File: src/hdl/fps_cfg.svh
// constants of the flash protection and security control block
//
// Summary of operation
// [RULE1] each reset copies the nonvolatile option byte into the option shadow register
// [RULE2] option shadow reads zero in bits 5..2; writes to it change nothing
// [RULE3] software changes option value by reprogramming the byte, then resetting again
// [RULE4] with backdoor enable bit 7 clear, the key never unsecures the part
// [RULE5] enabled key plus eight matching in-order bytes from secure code unsecures until reset
// [RULE6] key bytes written by background debug are never taken as key writes
// [RULE7] option bit 6 high disables vector redirection; low keeps it enabled
// [RULE8] security code 1:0 alone means unsecured; 0:0, 0:1, 1:1 mean secure
// [RULE9] software should use code 0:1, two bit flips away from unsecured
// [RULE10] while secure, memory access from unsecured sources, debug included, is blocked
// [RULE11] config bits 7..5 read and write freely; bits 4..0 read zero
// [RULE12] key window writes start a flash command, or with steer set load key bytes
// [RULE13] reset sequence loads protection register from the nonvolatile protection byte
// [RULE14] software changes reset protection by unprotecting, erasing, reprogramming that byte
// [RULE15] with protection disable set, every protection register bit is writable
// [RULE16] with protection on, protect select writes only enlarge the protected region
// [RULE17] protect select bits 7..1 give end of unprotected area; top end protected
// [RULE18] protection bit 0 low enables block protection, high protects nothing
// [RULE19] program or erase into a protected area is refused and sets the violation flag
// [RULE20] mass erase is refused while any sector is protected
// [RULE21] background debug may change protect select bits in any mode
`ifndef FPS_CFG_SVH
`define FPS_CFG_SVH

`define FPS_ADDR_OPT     16'h1820
`define FPS_ADDR_CFG     16'h1821
`define FPS_ADDR_PROT    16'h1822
`define FPS_ADDR_STAT    16'h1823
`define FPS_KEY_LO       16'hFFB0
`define FPS_KEY_HI       16'hFFB7

`define FPS_OPT_BACKDOOR_ENABLE    7
`define FPS_OPT_NORED    6
`define FPS_OPT_MASK     8'hC3
`define FPS_SEC_UNSEC    2'h2
`define FPS_CFG_MASK     8'hE0
`define FPS_CFG_STEER    5
`define FPS_PROT_DIS     0
`define FPS_FPS_NONE     7'h7F
`define FPS_STAT_VIOL    5
`define FPS_STAT_SEC     0
`define FPS_KEY_BYTES    4'h8
`define FPS_RST_CFG      8'h00
`define FPS_RST_PROT     8'hFF
`define FPS_RST_OPT      8'h00

`endif

File: src/hdl/fps_pkg.sv
// types shared by the flash protection and security control block
package fps_pkg;

  typedef struct packed {
    logic [15:0] addr;
    logic [7:0]  wdata;
    logic        wr;
    logic        rd;
    logic        from_bdm;
    logic        from_secure;
  } fps_bus_req_t;

  typedef struct packed {
    logic        req;
    logic [15:0] addr;
    logic        mass;
  } fps_cmd_req_t;

  typedef enum logic [1:0] {
    FPS_ST_LOAD = 2'b01,
    FPS_ST_RUN  = 2'b10
  } fps_state_t;

endpackage

File: src/hdl/fps_key_cmp.sv
// backdoor key sequence tracker: eight in-order matching bytes
`timescale 1ns/1ps
`default_nettype none
`include "fps_cfg.svh"
module fps_key_cmp
  import fps_pkg::*;
(
  // clock and reset
  input  wire logic        ref_clk,
  input  wire logic        rst_b,
  // key write stream
  input  wire logic        clear,
  input  wire logic        key_wr,
  input  wire logic [2:0]  key_idx,
  input  wire logic [7:0]  key_byte,
  input  wire logic [63:0] key_ref,
  // result
  output logic             key_ok
);

  logic [3:0] cnt_reg;
  logic       match_reg;
  logic       eq;

  function automatic logic [7:0] ref_byte(input logic [63:0] k, input logic [2:0] i);
    ref_byte = k[{i, 3'h0} +: 8];
  endfunction

  assign eq = (key_byte == ref_byte(key_ref, key_idx));

  // sequence restarts at the first window byte; any out-of-order byte spoils it
  always_ff @(posedge ref_clk or negedge rst_b) begin
    if (!rst_b) begin
      cnt_reg   <= 4'h0;
      match_reg <= 1'b0;
    end else if (clear) begin
      cnt_reg   <= 4'h0;
      match_reg <= 1'b0;
    end else if (key_wr) begin
      if (key_idx == 3'h0) begin
        cnt_reg   <= 4'h1;
        match_reg <= eq;
      end else if (cnt_reg != 4'h0 && {1'b0, key_idx} == cnt_reg) begin
        cnt_reg   <= cnt_reg + 4'h1;
        match_reg <= match_reg & eq;
      end else begin
        cnt_reg   <= 4'h0;
        match_reg <= 1'b0;
      end
    end
  end

  assign key_ok = match_reg && (cnt_reg == `FPS_KEY_BYTES); // [RULE5]

endmodule // fps_key_cmp
`default_nettype wire

File: src/hdl/fps_top.sv
// flash option, configuration, security and block protection control
`timescale 1ns/1ps
`default_nettype none
`include "fps_cfg.svh"
module fps_top
  import fps_pkg::*;
(
  // clock and reset
  input  wire logic        ref_clk,
  input  wire logic        rst_b,
  // register port
  input  wire fps_bus_req_t bus,
  output logic [7:0]       rd_data,
  // nonvolatile images from the flash array
  input  wire logic [7:0]  nv_option_byte,
  input  wire logic [7:0]  nv_protection_byte,
  input  wire logic [63:0] nv_backdoor_key,
  // key window writes passed to the command engine
  output logic             kw_cmd_start,
  output logic [15:0]      kw_cmd_addr,
  output logic [7:0]       kw_cmd_data,
  // program and erase check
  input  wire fps_cmd_req_t cmd,
  output logic             cmd_accept,
  output logic             cmd_refuse,
  // memory access gate
  input  wire logic        mem_req,
  input  wire logic        mem_from_unsecured,
  output logic             mem_grant,
  // status levels
  output logic             secure,
  output logic             vector_redirect_en,
  output logic             protection_violation_flag
);

  fps_state_t  state_reg;
  logic [7:0]  option_shadow_reg;
  logic [7:0]  config_reg;
  logic [7:0]  protection_reg;
  logic        secure_reg;
  logic        viol_reg;
  logic [7:0]  rd_data_reg;
  logic        kw_start_reg;
  logic [15:0] kw_addr_reg;
  logic [7:0]  kw_data_reg;
  logic        accept_reg;
  logic        refuse_reg;

  logic        run;
  logic        backdoor_enable;
  logic        key_write_steer;
  logic        protection_disable;
  logic [6:0]  protect_select;
  logic        win_wr;
  logic        key_wr;
  logic        key_ok;
  logic        steer_clear;
  logic        prot_wr;
  logic        any_protected;
  logic        cmd_hit;

  function automatic logic in_key_window(input logic [15:0] a);
    in_key_window = (a >= `FPS_KEY_LO) && (a <= `FPS_KEY_HI);
  endfunction

  // protected area sits above the end of the unprotected area
  function automatic logic prot_hit(input logic [15:0] a, input logic [7:0] p);
    prot_hit = !p[`FPS_PROT_DIS] && (a[15:9] > p[7:1]);
  endfunction

  assign run                = (state_reg == FPS_ST_RUN);
  assign backdoor_enable    = option_shadow_reg[`FPS_OPT_BACKDOOR_ENABLE];
  assign key_write_steer    = config_reg[`FPS_CFG_STEER];
  assign protection_disable = protection_reg[`FPS_PROT_DIS];
  assign protect_select     = protection_reg[7:1];

  // state: one load cycle after reset release, then run
  always_ff @(posedge ref_clk or negedge rst_b) begin
    if (!rst_b) begin
      state_reg <= FPS_ST_LOAD;
    end else begin
      case (state_reg)
        FPS_ST_LOAD: state_reg <= FPS_ST_RUN;
        FPS_ST_RUN:  state_reg <= FPS_ST_RUN;
        default:     state_reg <= FPS_ST_LOAD;
      endcase
    end
  end

  // option shadow: loaded once per reset, never written by the bus
  always_ff @(posedge ref_clk or negedge rst_b) begin
    if (!rst_b) begin
      option_shadow_reg <= `FPS_RST_OPT;
    end else if (state_reg == FPS_ST_LOAD) begin
      option_shadow_reg <= nv_option_byte & `FPS_OPT_MASK; // [RULE1] [RULE2]
    end
  end

  // configuration: upper three bits only
  always_ff @(posedge ref_clk or negedge rst_b) begin
    if (!rst_b) begin
      config_reg <= `FPS_RST_CFG;
    end else if (run && bus.wr && bus.addr == `FPS_ADDR_CFG) begin
      config_reg <= bus.wdata & `FPS_CFG_MASK; // [RULE11]
    end
  end

  // key window steering
  assign win_wr = run && bus.wr && in_key_window(bus.addr);
  assign key_wr = win_wr && key_write_steer && !bus.from_bdm && bus.from_secure; // [RULE6] [RULE12]
  assign steer_clear = run && bus.wr && bus.addr == `FPS_ADDR_CFG && key_write_steer
                       && !bus.wdata[`FPS_CFG_STEER];

  fps_key_cmp u_key (
    .ref_clk  (ref_clk),
    .rst_b    (rst_b),
    .clear    (steer_clear || !run),
    .key_wr   (key_wr),
    .key_idx  (bus.addr[2:0]),
    .key_byte (bus.wdata),
    .key_ref  (nv_backdoor_key),
    .key_ok   (key_ok)
  );

  // security state: decoded at load, left only by a good backdoor key
  always_ff @(posedge ref_clk or negedge rst_b) begin
    if (!rst_b) begin
      secure_reg <= 1'b1;
    end else if (state_reg == FPS_ST_LOAD) begin
      secure_reg <= (nv_option_byte[1:0] != `FPS_SEC_UNSEC); // [RULE8]
    end else if (steer_clear && !bus.from_bdm && bus.from_secure
                 && backdoor_enable && key_ok) begin
      secure_reg <= 1'b0; // [RULE4] [RULE5]
    end
  end

  // window writes with steer clear start a flash command
  always_ff @(posedge ref_clk or negedge rst_b) begin
    if (!rst_b) begin
      kw_start_reg <= 1'b0;
      kw_addr_reg  <= 16'h0000;
      kw_data_reg  <= 8'h00;
    end else begin
      kw_start_reg <= win_wr && !key_write_steer; // [RULE12]
      if (win_wr && !key_write_steer) begin
        kw_addr_reg <= bus.addr;
        kw_data_reg <= bus.wdata;
      end
    end
  end

  // protection register
  assign prot_wr = run && bus.wr && bus.addr == `FPS_ADDR_PROT;

  always_ff @(posedge ref_clk or negedge rst_b) begin
    if (!rst_b) begin
      protection_reg <= `FPS_RST_PROT;
    end else if (state_reg == FPS_ST_LOAD) begin
      protection_reg <= nv_protection_byte; // [RULE13]
    end else if (prot_wr) begin
      if (bus.from_bdm) begin
        protection_reg <= bus.wdata; // [RULE21]
      end else if (protection_disable) begin
        protection_reg <= bus.wdata; // [RULE15]
      end else if (bus.wdata[7:1] < protect_select) begin
        protection_reg <= {bus.wdata[7:1], 1'b0}; // [RULE16]
      end
    end
  end

  // program and erase check
  assign any_protected = !protection_disable && (protect_select != `FPS_FPS_NONE); // [RULE18]
  assign cmd_hit = cmd.mass ? any_protected : prot_hit(cmd.addr, protection_reg); // [RULE17] [RULE20]

  always_ff @(posedge ref_clk or negedge rst_b) begin
    if (!rst_b) begin
      accept_reg <= 1'b0;
      refuse_reg <= 1'b0;
    end else begin
      accept_reg <= run && cmd.req && !cmd_hit;
      refuse_reg <= run && cmd.req && cmd_hit; // [RULE19] [RULE20]
    end
  end

  // violation flag: set wins over a write-one clear
  always_ff @(posedge ref_clk or negedge rst_b) begin
    if (!rst_b) begin
      viol_reg <= 1'b0;
    end else if (run && cmd.req && cmd_hit) begin
      viol_reg <= 1'b1; // [RULE19]
    end else if (run && bus.wr && bus.addr == `FPS_ADDR_STAT && bus.wdata[`FPS_STAT_VIOL]) begin
      viol_reg <= 1'b0;
    end
  end

  // read data, one cycle after the strobe
  always_ff @(posedge ref_clk or negedge rst_b) begin
    if (!rst_b) begin
      rd_data_reg <= 8'h00;
    end else if (bus.rd) begin
      case (bus.addr)
        `FPS_ADDR_OPT:  rd_data_reg <= option_shadow_reg; // [RULE2]
        `FPS_ADDR_CFG:  rd_data_reg <= config_reg; // [RULE11]
        `FPS_ADDR_PROT: rd_data_reg <= protection_reg;
        `FPS_ADDR_STAT: rd_data_reg <= {2'h0, viol_reg, 4'h0, secure_reg};
        default:        rd_data_reg <= 8'h00;
      endcase
    end else begin
      rd_data_reg <= 8'h00;
    end
  end

  // outputs
  assign rd_data                   = rd_data_reg;
  assign kw_cmd_start              = kw_start_reg;
  assign kw_cmd_addr               = kw_addr_reg;
  assign kw_cmd_data               = kw_data_reg;
  assign cmd_accept                = accept_reg;
  assign cmd_refuse                = refuse_reg;
  assign secure                    = secure_reg;
  assign protection_violation_flag = viol_reg;
  assign vector_redirect_en        = !option_shadow_reg[`FPS_OPT_NORED]; // [RULE7]
  assign mem_grant = mem_req && !(secure_reg && mem_from_unsecured); // [RULE10]
endmodule // fps_top
`default_nettype wire

File: config.mk
export PLATFORM = sky130hd
export DESIGN_NAME = fps_top
export DESIGN_NICKNAME = d
export VERILOG_FILES = /design/src/hdl/fps_pkg.sv /design/src/hdl/fps_key_cmp.sv /design/src/hdl/fps_top.sv
export VERILOG_INCLUDE_DIRS = /design/src /design/src/hdl
export SDC_FILE = /design/constraint.sdc
export NUM_CORES = 1
export LEC_CHECK = 0
export ABC_AREA = 1
export BUFFER_PORTS_ARGS = -buffer_cell sky130_fd_sc_hd__buf_2
export CORE_MARGIN = 2
export CORE_UTILIZATION = 52
export CTS_BUF_LIST = sky130_fd_sc_hd__clkbuf_16
export CTS_CLUSTER_DIAMETER = 150
export DETAILED_ROUTE_END_ITERATION = 8
export PLACE_DENSITY = 0.89
export SYNTH_ARGS = -nofsm -noshare
export SYNTH_HDL_FRONTEND = slang
export SYNTH_SLANG_ARGS = --single-unit
export TNS_END_PERCENT = 100
File: constraint.sdc
create_clock -name ref_clk -period 3.31 [get_ports ref_clk]
set_input_delay 0 -clock ref_clk [delete_from_list [all_inputs] [get_ports ref_clk]]
set_output_delay 0 -clock ref_clk [all_outputs]
set_load 0.03 [all_outputs]
==> results of run 1 <==
cell usage in the layout (no fill, tap or decap), types with 2 or more instances in the layout:
cell / n
nand4_1: 9
dlygate4sd3_1: 10
nor3_1: 2
clkbuf_16: 9
nor2_1: 40
o22ai_1: 5
dfrtp_1: 49
o21ai_0: 31
buf_2: 155
clkinv_2: 3
inv_1: 53
nand2_1: 226
a21oi_1: 22
nand3_1: 38
xor2_1: 2
ha_1: 17
a211oi_1: 2
nand2_2: 3
nor2_4: 4
or2_2: 12
dfstp_2: 10
synthesized netlist by cell type:
cell | n | area, µm²
buf_4 | 2 | 15.0
inv_4 | 1 | 6.26
buf_2 | 5 | 25.0
nand2_1 | 226 | 848
o22ai_1 | 5 | 31.3
nor3_2 | 1 | 10.0
and3_2 | 1 | 7.51
xor2_1 | 2 | 17.5
nand3_1 | 38 | 190
o21ai_4 | 1 | 16.3
nand4_1 | 9 | 56.3
nand3b_1 | 1 | 7.51
nor3_1 | 2 | 10.0
o21ai_0 | 31 | 155
o21bai_1 | 1 | 7.51
dfrtp_1 | 49 | 1230
nor4_1 | 1 | 6.26
nand2_2 | 3 | 18.8
nor2_2 | 1 | 6.26
a21o_1 | 1 | 7.51
nand3_4 | 1 | 17.5
or2_2 | 12 | 75.1
buf_6 | 5 | 56.3
nor4b_1 | 1 | 8.76
nor2_1 | 40 | 150
a31oi_1 | 1 | 6.26
dfstp_2 | 10 | 263
clkbuf_1 | 5 | 18.8
a21oi_1 | 22 | 110
o21ai_1 | 1 | 5.00
a211oi_1 | 2 | 15.0
a32oi_1 | 1 | 8.76
inv_1 | 53 | 199
nor2_4 | 4 | 45.0
a21boi_0 | 1 | 7.51
ha_1 | 17 | 213
per-layer routing:
metal  vias up  part of all wire, %  wire [µm]
met5         -                    0          0
met4         0                  2.1        235
met3        27                  6.9        786
met2       193                   50       5660
met1      1969                   41       4730
li1       2096                    -          -
per-stage QoR:
| step | util [%] | cell area (µm²) | worst slack [ns] | hold WS [ns] |
|---|---|---|---|---|
| 6_report | 69.9 | 5040 | 0.849 | 0.0254 |
| 3_3_place_gp | 64.6 | 4660 | 1.21 | 0.100 |
| 4_1_cts | 69.9 | 5040 | 1.06 | 0.0213 |
| 3_5_place_dp | 64.6 | 4660 | 1.15 | 0.107 |
| 5_1_grt | 69.9 | 5040 | 0.769 | 0.0508 |
| 2_1_floorplan | - | 3870 | 1.54 | -0.296 |
worst max-delay path: cells and delay by family (launching register included):
family,cells,cell delay (ns)
AO/OA/AOI/OAI,2,0.36
adder cells (fa/ha/maj),1,0.33
buffers and inverters,2,0.65
flip-flops,1,0.53
AND/OR/NAND/NOR,2,0.51
power groups by stage:
| stage | combinational [W] | clock, W | sequential (W) |
|---|---|---|---|
| after floorplan | 0.000159 | 0 | 0.000761 |
| after global placement | 0.000279 | 0 | 0.000756 |
| after detailed placement | 0.000290 | 0 | 0.000756 |
| after CTS | 0.000301 | 0.000896 | 0.000745 |
| after global routing | 0.000341 | 0.000932 | 0.000746 |
| final | 0.000304 | 0.000887 | 0.000745 |
cells by family after synthesis:
logic type                 Yosys count
and+or+nand+nor                    341
buffers and inverters               71
AOI/OAI and AO/OA                   67
DFF                                 59
adders and majority gates           17
xor gates and xnor gates             2
worst min path at each step:
stage                     slack (ns)                   from           endpoint
after floorplan                -0.30                  rst_b         cmd_accept
after global placement          0.10                  rst_b         rd_data[3]
after detailed placement        0.11                  rst_b         rd_data[4]
after CTS                       0.02  nv_protection_byte[1]  protection_reg[1]
after global routing            0.05                 bus[8]     kw_cmd_data[4]
final                           0.03  nv_protection_byte[1]  protection_reg[1]
area by class of cell:
cell class,instances,share of cell area [%]
Multi-Input combinational cell,427,40.8
Sequential cell,59,29.5
Timing Repair Buffer,166,17.5
Clock buffer,9,4.47
Inverter,54,4.07
Tap cell,99,2.46
Clock inverter,6,1.14
==> reports/metrics.cfg, run 1 <==
[critical_path]
path_cells=inv_1 > ha_1 > nand2_1 > nor4b_1 > o21bai_1 > a21oi_1 > dlygate4sd3_1
critPathMaxStageDelay_ns=0.56
cp_max_fo=4
crit_arrival_ns=2.73
timing.rr.end=cmd_accept
critPathKind=reg2reg
start_kind=register
crit_end=cmd_accept
worstSetupStartpoint=protection_reg[7]
reg2reg_depth=7
r2r_start=protection_reg[7]
crit_required_ns=3.58
endpoint_kind=register
r2r_setup_slack_ns=0.85
critPathSlowestCell=dlygate4sd3_1

[timing]
drv_slew=0
max_slew_margin_pct=47.9
hold_viol=0
period_share_pct=74.4
fin_skew_ns=0.00542
tightest_slew_ns=0.782
setup_viol=0
rsz0062_at_grt=no
finalSetupTns_ns=0
finalWorstPathRequiredPeriod_ns=2.46
fmax_ghz=0.406

[clocking]
cts_tree=built
numCtsBuffers=9
cts_sinks=59
cts_root_buffer=clkbuf_16
postCtsHoldBufs=10
clock_path_buffers=2
cts_resized=0
htreeDepth=3
cts_setup_buffers=0
clk_pin_slew_worst_paths_ns=0.05
insertion_delay_ns=0.33

[logic_synthesis]
synth_cell_types=36
synth_top_family_by_area=simple AND/OR/NAND/NOR gates
synth-adder-area-share_pct=5.50
synth_nets=704
synth-compound-area-share_pct=9.58
muxShareOfSynthArea_pct=0
synth-xor-area-share_pct=0.453
yosys.area_share.simple_pct=37.7
syn_area_um2=3870
postSynthCellCount=557
ys.warnings.count=0
synth_seq_cells=59
seq_area_frac_synth_pct=38.5
syn_avg_cell_area_um2=6.94

[finish]
antenna-diode-count=0
synthToLayoutAreaGrowth_pct=30.4
seq_area_um2=1490
final_nets=864
largest_register_ffs=16
multiInputGateArea_um2=2060
n_fill_cell=627
drive_above_1_share_pct=28.4
final_cells=820

[grt]
met3_usage_pct=6.79
grt_pass1_vias=4143
use_met2_pct=48.8
busiest_layer=met2
grt_start_max_net_pins=36
track_usage_pct=28.4
antenna_found_initial=0
grt-ovfl-total=0
grt_pass1_wl_um=18700
gr-usage-met1_pct=34.6

[power]
p_comb_share_pct=15.7
powerDensity_nw_per_um2=384
internal_power_w=0.00143
power.net_switching_w=0.000505
peakVddDrop_uv=289
netSwitchingFraction_pct=26.1
p_leak_nw=2.93
finalPower_w=0.00194
clockPowerShare_pct=45.8
power_frac_seq_pct=38.5

[route]
via_count=4285
ant_nets=0
routed_via_density=5.23
drt_first_pass_iters=5
post_drt_wl_per_cell_um=13.9
drc=0
initialDrtViolationCount=278
wirelength_um=11400

[min_path]
worstHoldPathType=in2reg
min_delay_path_depth=5

[floorplanning]
die_h_um=90.2
io_pins=169
coreArea_um2=7210
initial_utilization_pct=53.6
die_w_um=90.2
die-area_um2=8140
fp-row-count=31

[place]
place_congestion=0.886
place.port_buffers=155
dp_hpwl_um=8710
dpl.cell_count=795

[status]
status=finished, final reports clean

[job]
drv_cap=0

No activity file was read; power rests on OpenSTA's default activity.
==> run 2, diff against run 1 <==
--- a/config.mk
+++ b/config.mk
@@ -9,11 +9,11 @@
 export ABC_AREA = 1
 export BUFFER_PORTS_ARGS = -buffer_cell sky130_fd_sc_hd__buf_2
 export CORE_MARGIN = 2
-export CORE_UTILIZATION = 52
+export CORE_UTILIZATION = 44
 export CTS_BUF_LIST = sky130_fd_sc_hd__clkbuf_16
 export CTS_CLUSTER_DIAMETER = 150
 export DETAILED_ROUTE_END_ITERATION = 8
-export PLACE_DENSITY = 0.89
+export PLACE_DENSITY = 0.8
 export SYNTH_ARGS = -nofsm -noshare
 export SYNTH_HDL_FRONTEND = slang
 export SYNTH_SLANG_ARGS = --single-unit
==> constraint.sdc (replaced) <==
create_clock -name ref_clk -period 2.2 [get_ports ref_clk]
set_input_delay 0 -clock ref_clk [delete_from_list [all_inputs] [get_ports ref_clk]]
set_output_delay 0 -clock ref_clk [all_outputs]
set_load 0.03 [all_outputs]
==> run 2 against run 1 <==
Against the previous run: flip-flop and latch count unchanged; clock-buffer cell count unchanged; non-clock buffer count rose by 4; core utilization fell by 10 points; die area increased by 17%; sequential share of layout area down 0.55 points; global-route usage shrank 4.2 points; maximum frequency rose by 26%; critical endpoint is now protection_reg[2].
==> reports/metrics.cfg, run 2 (synthesis results as in run 1) <==
[floorplanning]
die_h_um=97.8  ; +8.3%
fp-row-count=34  ; +9.7%
die_w_um=97.8  ; +8.3%
io_pins=169  ; unchanged
initial_utilization_pct=44.8  ; -8.8 points
coreArea_um2=8640  ; +20%
die-area_um2=9560  ; +17%

[timing]
drv_slew=0  ; unchanged
finalWorstPathRequiredPeriod_ns=1.95  ; -0.513 ns
period_share_pct=88.6  ; +14 points
fmax_ghz=0.513  ; +26%
tightest_slew_ns=0.641  ; -0.141 ns
rsz0062_at_grt=no
max_slew_margin_pct=57.3  ; +9.4 points
worst_slack_ns=0.251  ; -0.597 ns
finalSetupTns_ns=0  ; unchanged
setup_viol=0  ; unchanged
hold_viol=0  ; unchanged
fin_skew_ns=0.00430  ; -0.00112 ns

[power]
power_frac_seq_pct=35.3  ; -3.2 points
internal_power_w=0.00240  ; +68%
powerDensity_nw_per_um2=617  ; +61%
clockPowerShare_pct=50.3  ; +4.5 points
peakVddDrop_uv=389  ; +35%
netSwitchingFraction_pct=24.3  ; -1.7 points
p_comb_share_pct=14.4  ; -1.3 points
p_leak_nw=2.97  ; +1.4%
power.net_switching_w=0.000772  ; +53%

[route]
drc=0  ; unchanged
routed_via_density=5.11  ; -2.3%
wirelength_um=11400  ; -0.11%
post_drt_wl_per_cell_um=13.7  ; -1.8%
initialDrtViolationCount=218  ; -22%
via_count=4260  ; -0.58%
drt_first_pass_iters=5  ; unchanged
ant_nets=0  ; unchanged

[grt]
grt-ovfl-total=0  ; unchanged
grt_start_max_net_pins=29  ; -19%
track_usage_pct=24.1  ; -4.2 points
antenna_found_initial=0  ; unchanged
grt_pass1_wl_um=18700  ; +0.29%
grt_pass1_vias=4127  ; -0.39%

[critical_path]
endpoint_kind=register
r2r_start=protection_reg[3]
path_delay_family=simple AND/OR/NAND/NOR gates
critPathKind=reg2reg
crit_arrival_ns=2.20  ; -0.53 ns
path_cells=inv_1 > ha_1 > a21oi_1 > nand2_1 > a31oi_1 > o21ai_0 > nand2_1 > nand2_2 > nand2_1 > nand2_1
r2r_setup_slack_ns=0.25  ; -0.60 ns
reg2reg_depth=10  ; +3
path_buf_inv=1  ; -1
cp_common_cell=nand2_1
critPathMaxStageDelay_ns=0.53  ; -0.03 ns
crit_required_ns=2.45  ; -1.13 ns
critPathSlowestCell=dfstp_2
worstSetupStartpoint=protection_reg[3]
start_kind=register
cp_max_fo=8  ; +4
timing.rr.end=protection_reg[2]

[place]
place_ws_ns=0.281  ; -0.866 ns
dp_hpwl_um=9050  ; +3.9%
place_congestion=0.946  ; +6.8%
place.port_buffers=155  ; unchanged

[clocking]
cts_setup_buffers=0  ; unchanged
numCtsBuffers=9  ; unchanged
cts_sinks=59  ; unchanged
clk_pin_slew_worst_paths_ns=0.05  ; about the same
cts_tree=built
cts_root_buffer=clkbuf_16
insertion_delay_ns=0.33  ; about the same
clock_path_buffers=2  ; unchanged
htreeDepth=3  ; unchanged

[finish]
final_cell_mix=nand2_1 (226), buf_2 (155), inv_1 (53)
final_common_cell=nand2_1
drive_above_1_share_pct=29.1  ; +0.63 points
final_nets=868  ; +0.46%
antenna-diode-count=0  ; unchanged
largest_register_ffs=16  ; unchanged
synthToLayoutAreaGrowth_pct=32.9

[min_path]
hold_end=protection_reg[7]
hold_start=nv_protection_byte[7]
worstHoldPathType=in2reg
min_delay_path_depth=5  ; unchanged

[status]
status=finished, final reports clean

[job]
drv_cap=0  ; unchanged

-- run 2: cell count changes in the layout (fill, tap and decap cells not counted) --
cell,before,now
bufinv_16,1,3
clkinvlp_4,0,1
inv_6,0,1
clkinv_2,3,1
dlygate4sd3_1,10,9
buf_4,1,6
clkinv_4,1,0
-- run 2: through the flow --
stage	total power, W	hold WS [ns]	std cells	cell area (µm²)	utilization [%]
floorplan	0.00138	-0.296	557	3870	-
global placement	0.00156	0.0453	809	4710	54.5
detailed placement	0.00158	0.0518	809	4710	54.5
CTS	0.00319	0.0360	834	5140	59.5
global route	0.00331	0.0574	834	5140	59.5
finish	0.00317	0.0481	834	5140	59.5
-- run 2: timing repair --
action,in CTS,in global routing
hold buffers,9,0
endpoints found under the hold margin,33,0
gates resized for setup,0,0
-- run 2: worst max path at each step --
stage / endpoint / slack (ns) / cells after the start
6_report: protection_reg[2] / 0.25 / 10
5_1_grt: protection_reg[7] / 0.01 / 10
4_1_cts: protection_reg[2] / 0.27 / 10
3_5_place_dp: protection_reg[2] / 0.28 / 10
3_3_place_gp: protection_reg[5] / 0.35 / 10
2_1_floorplan: kw_cmd_addr[10] / 0.43 / 10
-- run 2: power by group through the flow --
stage	clock, W	sequential [W]	combinational [W]
3_3_place_gp	0	0.00114	0.000427
3_5_place_dp	0	0.00114	0.000441
5_1_grt	0.00168	0.00112	0.000517
2_1_floorplan	0	0.00114	0.000239
4_1_cts	0.00162	0.00112	0.000456
6_report	0.00159	0.00112	0.000456
-- run 2: worst min-delay path, delay by kind of cell --
family,cells,cell delay [ns]
and+or+nand+nor,3,0.20
AOI/OAI and AO/OA,1,0.07
buffers and inverters,1,0.09
-- run 2: routing by layer --
metal	wire length, µm	share of wire [%]	global-route usage (%)	vias to the layer above
li1	-	-	-	2108
met1	4750	42	29.8	1968
met2	5730	50	42.8	164
met3	743	6.5	4.94	20
met4	176	1.5	7.05	0
met5	0	0	0	-
-- run 2: layout make-up --
class	instances	area [µm²]
Inverter	54	205
Sequential cell	59	1490
Timing Repair Buffer	170	911
Tap cell	108	135
Clock inverter	7	115
Fill cell	813	3500
Clock buffer	9	225
Multi-Input combinational cell	427	2060
